## src/common/sdh_pkg.sv

```systemverilog
// Constants of the receive alarm status and interrupt enable bank.
// Assumes an APB slave with 32-bit data; registers are 8 bits in the low byte.
package sdh_pkg;
	// Register indices; byte address is four times the index
	localparam logic [7:0] IDX_PROT_IE    = 8'hB3;
	localparam logic [7:0] IDX_ADAPT_IE   = 8'hB4;
	localparam logic [7:0] IDX_PATH_IE    = 8'hB5;
	localparam logic [7:0] IDX_RETIME_IE  = 8'hB6;
	localparam logic [7:0] IDX_XMT_IE     = 8'hE1;
	localparam logic [7:0] IDX_REGEN_ST   = 8'hC0;
	localparam logic [7:0] IDX_MUX_ST     = 8'hC1;
	localparam logic [7:0] IDX_PROT_ST    = 8'hC3;
	localparam logic [7:0] IDX_ADAPT_ST   = 8'hC4;
	localparam logic [7:0] IDX_PATH_ST    = 8'hC5;
	localparam logic [7:0] IDX_DEGRADE    = 8'h21;
	localparam logic [7:0] IDX_CONFIG     = 8'hF0;
	localparam logic [7:0] IDX_EXP_LABEL  = 8'hF1;
	localparam logic [7:0] IDX_PROT_SRC   = 8'hF3;
	localparam logic [7:0] IDX_ADAPT_SRC  = 8'hF4;
	localparam logic [7:0] IDX_PATH_SRC   = 8'hF5;

	// Regenerator section status bits
	localparam int LOS_BIT = 2;
	localparam int LOF_BIT = 1;
	localparam int OOF_BIT = 0;
	// Multiplexer section status bits
	localparam int FAIL_BIT   = 5;
	localparam int RDI_BIT    = 4;
	localparam int EXCB2_BIT  = 3;
	localparam int MSAIS_BIT  = 2;
	localparam int J0MM_BIT   = 1;
	localparam int J0CRC_BIT  = 0;
	// Protection status bits
	localparam int PSF_BIT = 3;
	localparam int PSD_BIT = 2;
	// Adaptation status bits
	localparam int LOP_BIT   = 7;
	localparam int NDF_BIT   = 6;
	localparam int AUAIS_BIT = 5;
	localparam int VCAIS_BIT = 2;
	// Path status bits; bits 1:0 are overflow-only sources
	localparam int J1MM_BIT  = 7;
	localparam int J1CRC_BIT = 6;
	localparam int UNEQ_BIT  = 5;
	localparam int SLM_BIT   = 4;
	localparam int LOM_BIT   = 2;
	localparam int OVF_LSB   = 0;
	// Degrade control and configuration bits
	localparam int DEGRADE_BIT  = 1;
	localparam int SLAVE_BIT    = 0;
	localparam int BERFAIL_BIT  = 1;
	localparam int SSCHECK_BIT  = 2;
	localparam int UNEQQUAL_BIT = 3;

	// Codes and patterns
	localparam logic [2:0]  K2_RDI_CODE   = 3'h6;
	localparam logic [2:0]  K2_AIS_CODE   = 3'h7;
	localparam logic [1:0]  SS_EXPECTED   = 2'h2;
	localparam logic [15:0] PTR_ALL_ONES  = 16'hFFFF;
	localparam logic [7:0]  LABEL_ONES    = 8'hFF;
	localparam logic [7:0]  LABEL_ZERO    = 8'h00;
	localparam logic [7:0]  LABEL_ONE     = 8'h01;

	// Reset values
	localparam logic [7:0] IE_RESET     = 8'h00;
	localparam logic [7:0] CTRL_RESET   = 8'h00;
	localparam logic [7:0] LABEL_RESET  = 8'h00;
	localparam logic [7:0] SRC_RESET    = 8'h00;

	// Implemented bits of the status view, degrade and configuration registers
	localparam logic [7:0] REGEN_MASK  = 8'h07;
	localparam logic [7:0] MUX_MASK    = 8'h3F;
	localparam logic [7:0] PROT_MASK   = 8'h0C;
	localparam logic [7:0] ADAPT_MASK  = 8'hE4;
	localparam logic [7:0] PATH_MASK   = 8'hF7;
	localparam logic [7:0] DEGRADE_MASK = 8'h02;
	localparam logic [7:0] CONFIG_MASK  = 8'h0F;
endpackage : sdh_pkg

```

## src/core/sdh_rx_alarm_status_bank.sv

```systemverilog
// Receive alarm status views, event sources and interrupt enables on APB.
// Assumes detector levels are synchronous to clock and stable per cycle.
module sdh_rx_alarm_status_bank #(
	parameter int ADDR_W = 12
) (
	// Clock and reset
	input  wire logic              clock,
	input  wire logic              reset,
	// APB slave
	input  wire logic              psel,
	input  wire logic              penable,
	input  wire logic              pwrite,
	input  wire logic [ADDR_W-1:0] paddr,
	input  wire logic [31:0]       pwdata,
	input  wire logic [3:0]        pstrb,
	output logic                   pready,
	output logic [31:0]            prdata,
	output logic                   pslverr,
	// Section detectors
	input  wire logic              signalLossStatus,
	input  wire logic              frameLossStatus,
	input  wire logic              outOfFrameStatus,
	input  wire logic              excessiveB2Status,
	input  wire logic              sectionTraceMismatchStatus,
	input  wire logic              sectionTraceCrcStatus,
	input  wire logic [7:0]        receivedApsByte2,
	// Pointer and path detectors
	input  wire logic              pointerInvalid,
	input  wire logic [1:0]        pointerSizeBits,
	input  wire logic              newDataFlagStatus,
	input  wire logic [15:0]       receivedPointer,
	input  wire logic [7:0]        receivedLabel,
	input  wire logic              pathTraceMismatchStatus,
	input  wire logic              pathTraceCrcStatus,
	input  wire logic              unequippedQualifier,
	input  wire logic              multiframeLossStatus,
	// Counter overflow events, set and clear pulses
	input  wire logic [1:0]        pathOverflowSet,
	input  wire logic [1:0]        pathOverflowClear,
	// Sources owned by the retiming and transmit blocks
	input  wire logic [7:0]        retimeIrqSource,
	input  wire logic [7:0]        xmtIrqSource,
	// Protection bus, two-way pins
	input  wire logic              protectionBusFailIn,
	output logic                   protectionBusFailOut,
	output logic                   protectionBusFailOe,
	input  wire logic              protectionBusDegradeIn,
	output logic                   protectionBusDegradeOut,
	output logic                   protectionBusDegradeOe,
	// Alarm and interrupt outputs
	output logic                   signalFailOut,
	output logic                   irq
);

	// Index match, used by every register decode
	function automatic logic hitIdx(input logic [ADDR_W-1:0] a, input logic [7:0] idx);
		hitIdx = (a[1:0] == 2'h0) && (a[ADDR_W-1:2] == {{(ADDR_W-10){1'b0}}, idx});
	endfunction : hitIdx

	// Software-held state
	logic [7:0] protIe_r;
	logic [7:0] adaptIe_r;
	logic [7:0] pathIe_r;
	logic [7:0] retimeIe_r;
	logic [7:0] xmtIe_r;
	logic [7:0] degradeCtrl_r;
	logic [7:0] config_r;
	logic [7:0] expLabel_r;
	// Event sources and change tracking
	logic [7:0] protSrc_r;
	logic [7:0] adaptSrc_r;
	logic [7:0] pathSrc_r;
	logic [7:0] protPrev_r;
	logic [7:0] adaptPrev_r;
	logic [7:0] pathPrev_r;
	logic       primed_r;
	// Output flops
	logic       signalFail_r;
	logic       degradeOut_r;
	logic [31:0] rdata_r;
	logic       slvErr_r;

	// Configuration fields
	wire slaveMode    = config_r[sdh_pkg::SLAVE_BIT];
	wire berFailEn    = config_r[sdh_pkg::BERFAIL_BIT];
	wire ssCheckEn    = config_r[sdh_pkg::SSCHECK_BIT];
	wire uneqQualEn   = config_r[sdh_pkg::UNEQQUAL_BIT];

	// Decoded alarms
	wire msRemoteDefect = receivedApsByte2[2:0] == sdh_pkg::K2_RDI_CODE;
	wire msAlarmInd     = receivedApsByte2[2:0] == sdh_pkg::K2_AIS_CODE;
	wire sectionFail    = msAlarmInd | (berFailEn & excessiveB2Status);
	wire pointerLoss    = pointerInvalid |
		(ssCheckEn & (pointerSizeBits != sdh_pkg::SS_EXPECTED));
	wire pointerAis     = receivedPointer == sdh_pkg::PTR_ALL_ONES;
	wire containerAis   = receivedLabel == sdh_pkg::LABEL_ONES;
	// Qualifier only consulted when the configuration asks for it
	wire pathUnequipped = (receivedLabel == sdh_pkg::LABEL_ZERO) &
		(unequippedQualifier | ~uneqQualEn);
	wire labelMismatch  = (receivedLabel != expLabel_r) &
		(receivedLabel != sdh_pkg::LABEL_ZERO) &
		(receivedLabel != sdh_pkg::LABEL_ONE);

	// Live status views, reserved bits zero
	logic [7:0] regenStat;
	logic [7:0] muxStat;
	logic [7:0] protStat;
	logic [7:0] adaptStat;
	logic [7:0] pathStat;

	// Regenerator and multiplexer section views
	always_comb begin
		regenStat = 8'h00;
		regenStat[sdh_pkg::LOS_BIT] = signalLossStatus;
		regenStat[sdh_pkg::LOF_BIT] = frameLossStatus;
		regenStat[sdh_pkg::OOF_BIT] = outOfFrameStatus;
		muxStat = 8'h00;
		muxStat[sdh_pkg::FAIL_BIT]  = sectionFail;
		muxStat[sdh_pkg::RDI_BIT]   = msRemoteDefect;
		muxStat[sdh_pkg::EXCB2_BIT] = excessiveB2Status;
		muxStat[sdh_pkg::MSAIS_BIT] = msAlarmInd;
		muxStat[sdh_pkg::J0MM_BIT]  = sectionTraceMismatchStatus;
		muxStat[sdh_pkg::J0CRC_BIT] = sectionTraceCrcStatus;
	end

	// Protection, adaptation and path views
	always_comb begin
		protStat = 8'h00;
		protStat[sdh_pkg::PSF_BIT] = protectionBusFailIn;
		protStat[sdh_pkg::PSD_BIT] = protectionBusDegradeIn;
		adaptStat = 8'h00;
		adaptStat[sdh_pkg::LOP_BIT]   = pointerLoss;
		adaptStat[sdh_pkg::NDF_BIT]   = newDataFlagStatus;
		adaptStat[sdh_pkg::AUAIS_BIT] = pointerAis;
		adaptStat[sdh_pkg::VCAIS_BIT] = containerAis;
		pathStat = 8'h00;
		pathStat[sdh_pkg::J1MM_BIT]  = pathTraceMismatchStatus;
		pathStat[sdh_pkg::J1CRC_BIT] = pathTraceCrcStatus;
		pathStat[sdh_pkg::UNEQ_BIT]  = pathUnequipped;
		pathStat[sdh_pkg::SLM_BIT]   = labelMismatch;
		pathStat[sdh_pkg::LOM_BIT]   = multiframeLossStatus;
	end

	// Bus phases; the slave never inserts wait states
	wire setupPhase  = psel & ~penable;
	wire accessPhase = psel & penable;
	wire wrLow       = accessPhase & pwrite & pstrb[0];
	wire rdAccess    = accessPhase & ~pwrite;

	// Register decode
	wire selProtIe   = hitIdx(paddr, sdh_pkg::IDX_PROT_IE);
	wire selAdaptIe  = hitIdx(paddr, sdh_pkg::IDX_ADAPT_IE);
	wire selPathIe   = hitIdx(paddr, sdh_pkg::IDX_PATH_IE);
	wire selRetimeIe = hitIdx(paddr, sdh_pkg::IDX_RETIME_IE);
	wire selXmtIe    = hitIdx(paddr, sdh_pkg::IDX_XMT_IE);
	wire selRegenSt  = hitIdx(paddr, sdh_pkg::IDX_REGEN_ST);
	wire selMuxSt    = hitIdx(paddr, sdh_pkg::IDX_MUX_ST);
	wire selProtSt   = hitIdx(paddr, sdh_pkg::IDX_PROT_ST);
	wire selAdaptSt  = hitIdx(paddr, sdh_pkg::IDX_ADAPT_ST);
	wire selPathSt   = hitIdx(paddr, sdh_pkg::IDX_PATH_ST);
	wire selDegrade  = hitIdx(paddr, sdh_pkg::IDX_DEGRADE);
	wire selConfig   = hitIdx(paddr, sdh_pkg::IDX_CONFIG);
	wire selExpLabel = hitIdx(paddr, sdh_pkg::IDX_EXP_LABEL);
	wire selProtSrc  = hitIdx(paddr, sdh_pkg::IDX_PROT_SRC);
	wire selAdaptSrc = hitIdx(paddr, sdh_pkg::IDX_ADAPT_SRC);
	wire selPathSrc  = hitIdx(paddr, sdh_pkg::IDX_PATH_SRC);
	// Status and source registers accept no writes; those answer with an error
	wire selWritable = selProtIe | selAdaptIe | selPathIe | selRetimeIe | selXmtIe |
		selDegrade | selConfig | selExpLabel;
	wire selReadOnly = selRegenSt | selMuxSt | selProtSt | selAdaptSt | selPathSt |
		selProtSrc | selAdaptSrc | selPathSrc;
	wire mapped      = selWritable | selReadOnly;
	wire badAccess   = ~mapped | (pwrite & selReadOnly);

	// Read data mux
	wire [7:0] readByte =
		selProtIe   ? protIe_r :
		selAdaptIe  ? adaptIe_r :
		selPathIe   ? pathIe_r :
		selRetimeIe ? retimeIe_r :
		selXmtIe    ? xmtIe_r :
		selRegenSt  ? regenStat :
		selMuxSt    ? muxStat :
		selProtSt   ? protStat :
		selAdaptSt  ? adaptStat :
		selPathSt   ? pathStat :
		selDegrade  ? degradeCtrl_r :
		selConfig   ? config_r :
		selExpLabel ? expLabel_r :
		selProtSrc  ? protSrc_r :
		selAdaptSrc ? adaptSrc_r :
		selPathSrc  ? pathSrc_r : 8'h00;

	// Apart from the path overflow bits, source clear comes only from a completed read of the matching status
	wire clrProt  = rdAccess & selProtSt;
	wire clrAdapt = rdAccess & selAdaptSt;
	wire clrPath  = rdAccess & selPathSt;

	// Change events; suppressed until the first sample has been taken
	wire [7:0] protChg  = primed_r ? (protStat ^ protPrev_r) : 8'h00;
	wire [7:0] adaptChg = primed_r ? (adaptStat ^ adaptPrev_r) : 8'h00;
	wire [7:0] pathChgLive = primed_r ? (pathStat ^ pathPrev_r) : 8'h00;
	// Overflow bits have no live view, only their own set and clear
	wire [7:0] pathOvfSet = {6'h00, pathOverflowSet} << sdh_pkg::OVF_LSB;
	wire [7:0] pathOvfClr = {6'h00, pathOverflowClear} << sdh_pkg::OVF_LSB;

	// Set wins over clear, so an event in the clearing cycle survives
	wire [7:0] protSrc_nxt  = (protSrc_r & ~{8{clrProt}}) | protChg;
	wire [7:0] adaptSrc_nxt = (adaptSrc_r & ~{8{clrAdapt}}) | adaptChg;
	// Overflow bits clear only through their own pulse, never by a status read
	wire [7:0] pathOvfBits  = {6'h00, 2'h3} << sdh_pkg::OVF_LSB;
	wire [7:0] pathSrc_nxt  = (pathSrc_r &
		~(({8{clrPath}} & sdh_pkg::PATH_MASK & ~pathOvfBits) | pathOvfClr)) |
		(pathChgLive | pathOvfSet);

	// Enable gating onto the single interrupt pin
	wire irqAny = |(protSrc_r & protIe_r) | |(adaptSrc_r & adaptIe_r) |
		|(pathSrc_r & pathIe_r) | |(retimeIrqSource & retimeIe_r) |
		|(xmtIrqSource & xmtIe_r);

	// Interrupt enable registers
	always_ff @(posedge clock) begin
		if (reset) begin
			protIe_r   <= sdh_pkg::IE_RESET;
			adaptIe_r  <= sdh_pkg::IE_RESET;
			pathIe_r   <= sdh_pkg::IE_RESET;
			retimeIe_r <= sdh_pkg::IE_RESET;
			xmtIe_r    <= sdh_pkg::IE_RESET;
		end else if (wrLow) begin
			if (selProtIe) protIe_r <= pwdata[7:0];
			if (selAdaptIe) adaptIe_r <= pwdata[7:0];
			if (selPathIe) pathIe_r <= pwdata[7:0];
			if (selRetimeIe) retimeIe_r <= pwdata[7:0];
			if (selXmtIe) xmtIe_r <= pwdata[7:0];
		end
	end

	// Control registers
	always_ff @(posedge clock) begin
		if (reset) begin
			degradeCtrl_r <= sdh_pkg::CTRL_RESET;
			config_r      <= sdh_pkg::CTRL_RESET;
			expLabel_r    <= sdh_pkg::LABEL_RESET;
		end else if (wrLow) begin
			if (selDegrade) degradeCtrl_r <= pwdata[7:0] & sdh_pkg::DEGRADE_MASK;
			if (selConfig) config_r <= pwdata[7:0] & sdh_pkg::CONFIG_MASK;
			if (selExpLabel) expLabel_r <= pwdata[7:0];
		end
	end

	// Event source registers and change history
	always_ff @(posedge clock) begin
		if (reset) begin
			protSrc_r   <= sdh_pkg::SRC_RESET;
			adaptSrc_r  <= sdh_pkg::SRC_RESET;
			pathSrc_r   <= sdh_pkg::SRC_RESET;
			protPrev_r  <= sdh_pkg::SRC_RESET;
			adaptPrev_r <= sdh_pkg::SRC_RESET;
			pathPrev_r  <= sdh_pkg::SRC_RESET;
			primed_r    <= 1'b0;
		end else begin
			protSrc_r   <= protSrc_nxt;
			adaptSrc_r  <= adaptSrc_nxt;
			pathSrc_r   <= pathSrc_nxt;
			protPrev_r  <= protStat;
			adaptPrev_r <= adaptStat;
			pathPrev_r  <= pathStat;
			primed_r    <= 1'b1;
		end
	end

	// Degrade output moves only on a software write of its control bit
	always_ff @(posedge clock) begin
		if (reset) begin
			degradeOut_r <= 1'b0;
		end else if (wrLow && selDegrade) begin
			degradeOut_r <= pwdata[sdh_pkg::DEGRADE_BIT];
		end
	end

	// Fail status follows the live section fail every cycle
	always_ff @(posedge clock) begin
		if (reset) begin
			signalFail_r <= 1'b0;
		end else begin
			signalFail_r <= sectionFail;
		end
	end

	// Read data captured in setup, presented in the access cycle
	always_ff @(posedge clock) begin
		if (reset) begin
			rdata_r  <= 32'h0000_0000;
			slvErr_r <= 1'b0;
		end else if (setupPhase) begin
			rdata_r  <= pwrite ? 32'h0000_0000 : {24'h00_0000, readByte};
			slvErr_r <= badAccess;
		end
	end

	// Interrupt output flop
	logic irq_r;
	always_ff @(posedge clock) begin
		if (reset) begin
			irq_r <= 1'b0;
		end else begin
			irq_r <= irqAny;
		end
	end

	// Outputs; partner bus is driven only in slave mode
	assign pready  = 1'b1;
	assign prdata  = rdata_r;
	assign pslverr = slvErr_r & accessPhase;
	assign signalFailOut           = signalFail_r;
	assign protectionBusFailOut    = signalFail_r;
	assign protectionBusFailOe     = slaveMode;
	assign protectionBusDegradeOut = degradeOut_r;
	assign protectionBusDegradeOe  = slaveMode;
	assign irq = irq_r;

endmodule : sdh_rx_alarm_status_bank

```

## config.mk

```make
export PLATFORM = sky130hd
export DESIGN_NAME = sdh_rx_alarm_status_bank
export DESIGN_NICKNAME = d
export VERILOG_FILES = /design/src/common/sdh_pkg.sv /design/src/core/sdh_rx_alarm_status_bank.sv
export SDC_FILE = /design/constraint.sdc
export NUM_CORES = 1
export LEC_CHECK = 0
export ABC_CLOCK_PERIOD_IN_PS = 5650
export BUFFER_PORTS_ARGS = -buffer_cell sky130_fd_sc_hd__buf_2
export CORE_ASPECT_RATIO = 0.8
export CORE_MARGIN = 2
export CORE_UTILIZATION = 35
export CTS_CLUSTER_DIAMETER = 80
export DETAILED_ROUTE_END_ITERATION = 10
export GPL_TIMING_DRIVEN = 0
export PLACE_DENSITY = 0.7
export SYNTH_ARGS = -nofsm -noshare
export SYNTH_HDL_FRONTEND = slang
export SYNTH_SLANG_ARGS = --single-unit
```

## constraint.sdc

```tcl
create_clock -name clock -period 5.65 [get_ports clock]
set_clock_uncertainty 0.15 [all_clocks]
set_input_delay 0.565 -clock clock [delete_from_list [all_inputs] [get_ports clock]]
set_output_delay 0.565 -clock clock [all_outputs]
set_load 0.03 [all_outputs]
```

* Yosys cells after proc, flatten, opt, wreduce, memory -nomap -nowiden *
Cells that the tools add are included.

word-level totals
  register bits = 138
  input port bits = 121
  output and inout bits = 40
  logic and storage cells = 161

cells by class
  equal/unequal tests = 23
  muxes and demuxes = 21
  bitwise logic cells = 61
  reductions and logical operators = 33

operators by type and width
  operator              number
  $mux 8                20
  $eq 10x8->1 const B   15
  $and 8x8->8           8
  $reduce_or 8->1       5
  $not 8->8             3
  $or 8x8->8            3
  $or 1x1->1            23
  $logic_and 1x1->1     17
  $eq 16x16->1 const B  1
  $or 8x2->8            2
  $reduce_and 2->1      8
  $xor 8x8->8           2
  $and 1x1->1           15
  $eq 10x6->1 const B   1
  $eq 8x8->1 const B    1
  $logic_not 8->1       1
  $ne 8x1->1 const B    1
  $ne 8x8->1            1
  $reduce_bool 8->1     1
  $xor 4x8->8           1
  $eq 3x3->1 const B    2
  $not 1->1             4
  $logic_not 2->1       1
  $ne 2x2->1 const B    1
  $mux 1                1

* Logic depth before layout (Yosys ltp) *
  depth after elaboration = 19
  gate-level depth with buffers = 9
  gate-level depth less buffers = 6

* Worst setup path before layout *
Ideal clock, no wire load.

  kind = input-to-reg
  start = input port paddr[3]
  end = register rdata_r[1] (netlist: prdata[1])
  library setup time = 80 ps
  data arrival time = 2585 ps
  required time = 5420 ps
  path slack = 2836 ps
  stages = 8
  path buffers = 2
  cell sequence = buf_6 or4b_1 buf_2 or4_4 a21o_1 a2111oi_1 o211ai_1 a211oi_2

between the ends
  cells in the longest elaborated chain, start to end = 19
  elaborated cells on any way between the ends = 49
  classes of those cells = eq/ne (16); mux (17); reduce/logical (16)

RTL lines
  element               RTL line                         text
  from (decl)           sdh_rx_alarm_status_bank.sv:13   input wire logic [ADDR_W-1:0] paddr,
  $eq 10x8->1           sdh_rx_alarm_status_bank.sv:57   hitIdx = (a[1:0] == 2'h0) && (a[ADDR_W-1:2] == {{(ADDR_W-10){1'b0}}, idx});
  $logic_and 1x1->1     sdh_rx_alarm_status_bank.sv:57
  $mux 8                sdh_rx_alarm_status_bank.sv:192  selPathSrc ? pathSrc_r : 8'h00;
  $mux 8                sdh_rx_alarm_status_bank.sv:191  selAdaptSrc ? adaptSrc_r :
  $mux 8                sdh_rx_alarm_status_bank.sv:190  selProtSrc ? protSrc_r :
  $mux 8                sdh_rx_alarm_status_bank.sv:189  selExpLabel ? expLabel_r :
  $mux 8                sdh_rx_alarm_status_bank.sv:188  selConfig ? config_r :
  $mux 8                sdh_rx_alarm_status_bank.sv:187  selDegrade ? degradeCtrl_r :
  (+3 left out)         --
  $mux 8                sdh_rx_alarm_status_bank.sv:183  selMuxSt ? muxStat :
  $mux 8                sdh_rx_alarm_status_bank.sv:182  selRegenSt ? regenStat :
  $mux 8                sdh_rx_alarm_status_bank.sv:181  selXmtIe ? xmtIe_r :
  $mux 8                sdh_rx_alarm_status_bank.sv:180  selRetimeIe ? retimeIe_r :
  $mux 8                sdh_rx_alarm_status_bank.sv:179  selPathIe ? pathIe_r :
  $mux 8                sdh_rx_alarm_status_bank.sv:178  selAdaptIe ? adaptIe_r :
  $mux 8 *              sdh_rx_alarm_status_bank.sv:177  selProtIe ? protIe_r :
  $mux 8 *              sdh_rx_alarm_status_bank.sv:296  rdata_r <= pwrite ? 32'h0000_0000 : {24'h00_0000, readByte};
  to (signal assigned)  sdh_rx_alarm_status_bank.sv:296
  to (decl)             sdh_rx_alarm_status_bank.sv:80   logic [31:0] rdata_r;

Every way passes the cells marked *; elsewhere a longest branch is shown, timed or not.
A chain may end at the register's enable or synchronous reset.

* Worst setup path after layout *
  start = input port paddr[2]
  end = register rdata_r[7] (netlist: prdata[7])

The elaborated chain is that of the path after synthesis.

==> results.md <==
- Outcome: finished clean
- Die extent in y: 115 um
- P&R area growth vs syn: 21.3%
- Grt total ovfl: 0
- Fin crit period: 3.23 ns
- # setup viols final: 0
- Asr flop ratio synth: 0
- FF-to-FF setup slack: 3.32 ns
- Part of the cycle the worst path needs: 0.571
- Mapped Avg Cell Area: slightly below 8 um2
- Pwr Total: between 1.5 and 2 mW
- Avg WL per Cell: 22.1 um
- Initial antenna violation count: 1
- Core Area: 15000 um2
- Synth Instances: between 600 and 700
- Port Buffer Count: 100
- WP data required: 5.75 ns
- CP Max Fanout: 10
- Setup crit start: paddr[2]
- Row Count: 40
- Met1 Wirelength: approximately 9900 um
- CP Launch Type: input pin
- CTS tree: built
- Flops & latches, synth: 99
- Met3 wire length: just over 3000 um
- WHS: 0.261 ns
- Starting density of the core: 0.358
- CP Capture Type: flip-flop
- Total wire length: approximately 22000 um
- Vias in the first global route: roughly 5300
- Final HPWL from detailed placement: approximately 17000 um
- Vias per inst: 5.79
- First-pass GRT wire length: 32800 um
- Vias: between 5000 and 6000
- Synthesized cell area: roughly 5400 um2
- Layout Nets: 940
- Worst VDD drop: around 0.00017 V
- Area of the multi-input gates: 3090 um2
- Final Wtd Congestion: about 0.98
- Overall routing resource usage: 0.271
- Max_cap viols: 0
- Count of TritonRoute iterations in the first routing pass: 6
- Setup CP Type: input pin to flip-flop
- Htree depth: 3
- Iter 0 DRT Violations: about 820
- Final ANT Viol Nets: 0
- Buffer depth of the longest clock path: 2
- Number of synthesized flops with an enable pin: 0
- Least-Margin Pin Slew: ~1.2 ns
- Layout cell share with drive strength beyond 1: 0.187
- Seq. cell area: just under 2000 um2
- Hold-fix buffers, CTS: 0
- R2R Path Start: expLabel_r[2]$_SDFFE_PP0P_
- Worst hold start: pathOverflowSet[0]
- P_leak: 2.44 nW
- TritonCTS Sinks: ~100
- Die area: roughly 16000 um2
- Slew HR: 0.189
- Post-detailed-route DRC marker count: 0
- RSZ-0062 raised after global routing: false
- Number of gates resized after cts: 0
- Top Metal Used: met4
- IO Count: around 160
- Antenna diodes: 0
- Cts bufs inserted: 9
- Pin count of the biggest net entering global routing: 20
- Die Width: about 140 um
- Worst EP arrival: 3.32 ns
- Pwr per Cell Area: about 240 nW/um2
- Postcts setup bufs: 0
- Hold violation count in the final report: 0
- Tightest Hold Check Type: input pin to flip-flop
- Yosys synthesis warning count: 0
- Reg clk slew, reported paths: about 0.080 ns
- Core Util, Final: 0.434
- Main synth FF type: dfxtp_1
- DR WL met2: between 8000 and 9000 um
- Final-report max-slew violation count: 0
- Fillers: between 1500 and 2000
- Distinct cells, synth: 70
- CTS root buf: clkbuf_16
- Clock latency on the worst-skew pair: ~0.35 ns
- Sequential area share after synthesis: 0.369
- Final TNS setup: 0 ns
- F_max: slightly above 300 MHz
## where the power goes
group          switching (mW)  internal, mW  leakage, nW
clock                   0.309         0.357        0.153
combinational           0.128        0.0682         1.48
sequential             0.0100         0.707        0.803
## registers in the layout (all words and copies together), names as in the netlist, 5 cells and up
name and flops:
adaptSrc_r 8, protSrc_r 8, pathPrev_r 5, protIe_r 8
retimeIe_r 8, prdata 8, expLabel_r 8, xmtIe_r 8
adaptIe_r 8, pathSrc_r 7, pathIe_r 8
## synthesized netlist by cell type (all sizes together) (2+ instances only)
cell | number | share of area
o31ai | 4 | 0.0056
o211ai | 5 | 0.0070
o21ai | 20 | 0.019
clkbuf | 27 | 0.019
a211oi | 4 | 0.0065
nor3 | 23 | 0.023
a22oi | 27 | 0.038
nand2 | 102 | 0.071
a2111oi | 2 | 0.0035
or3 | 4 | 0.0047
xor2 | 8 | 0.013
inv | 11 | 0.0077
a32oi | 5 | 0.0081
a21oi | 61 | 0.057
o22ai | 6 | 0.0070
mux2i | 29 | 0.054
nor2 | 67 | 0.047
nand3 | 18 | 0.017
o32ai | 3 | 0.0049
a21o | 3 | 0.0042
nor4 | 8 | 0.010
nand4 | 11 | 0.013
xnor2 | 12 | 0.020
or2 | 2 | 0.0023
and3b | 3 | 0.0049
dfxtp | 99 | 0.37
and3 | 6 | 0.0070
a31oi | 5 | 0.0058
or4 | 4 | 0.0063
nand2b | 10 | 0.012
and2 | 11 | 0.013
o221a | 2 | 0.0042
buf | 35 | 0.045
o22a | 2 | 0.0033
a22o | 6 | 0.0098
a221oi | 7 | 0.011
nor2b | 12 | 0.014
conb | 2 | 0.0014
## layout make-up
cell class	count	area share
buffer	62	0.0528
tap	189	0.0363
timing repair buffer	100	0.0768
clock buffer	9	0.0346
multi-input combinational	536	0.475
sequential	99	0.304
clock inverter	7	0.0144
inverter	11	0.00634
## final timing paths
path | end | cells past startpoint
min | pathSrc_r[0]$_SDFF_PP0_ | 3
max | prdata[7]$_SDFFE_PP0P_ | 9
max reg2reg | prdata[4]$_SDFFE_PP0P_ | 6
min reg2reg | prdata[0]$_SDFFE_PP0P_ | 2
## layout by cell type, fill, tap and decap left out, types with 6 or more instances in the layout
cell type and n:
dfxtp_1 99, o22ai_1 6, nor2b_1 12, xnor2_1 12
o21ai_0 13, nor3_1 21, and3_1 6, nand4_1 11
o21ai_1 7, a22oi_1 27, clkbuf_1 27, nor4_1 7
nand3_1 18, xor2_1 8, a22o_1 6, clkbuf_16 9
a221oi_1 7, inv_1 10, mux2i_1 29, nor2_1 67
buf_4 27, nand2b_1 10, nand2_1 102, buf_2 102
and2_1 10, conb_1 25, a21oi_1 61
## stage by stage
step                std cells  area, um2  worst slack (ns)
global route             1013       6520              2.28
finish                   1013       6520              2.42
CTS                      1013       6520              2.59
detailed placement        997       6200              2.23
global placement          997       6200              2.20
floorplan                 708       5460              2.84
## worst max-delay path, stage by stage
cell and delay (ns):
buf_2 0.08, clkbuf_1 0.42, clkbuf_1 0.41, buf_1 0.66
mux2i_1 0.16, o22a_1 0.21, o22ai_1 0.28, o311ai_1 0.23
a221oi_1 0.31
## layer usage
layer / vias to the layer above / global-route usage
met5: - / 0
met4: 0 / 0.0812
met3: 42 / 0.0758
met2: 427 / 0.376
met1: 2717 / 0.403
li1: 2678 / -
## cells by family after synthesis
group	Yosys count	share of synthesized area
adders and majority gates	1	0.00186
muxes	30	0.0561
buffers and inverters	73	0.0717
AOI/OAI and AO/OA	174	0.214
other	2	0.00140
xor gates and xnor gates	20	0.0326
and+or+nand+nor	286	0.253
DFF	99	0.369
Power figures use the tool's default switching activity.
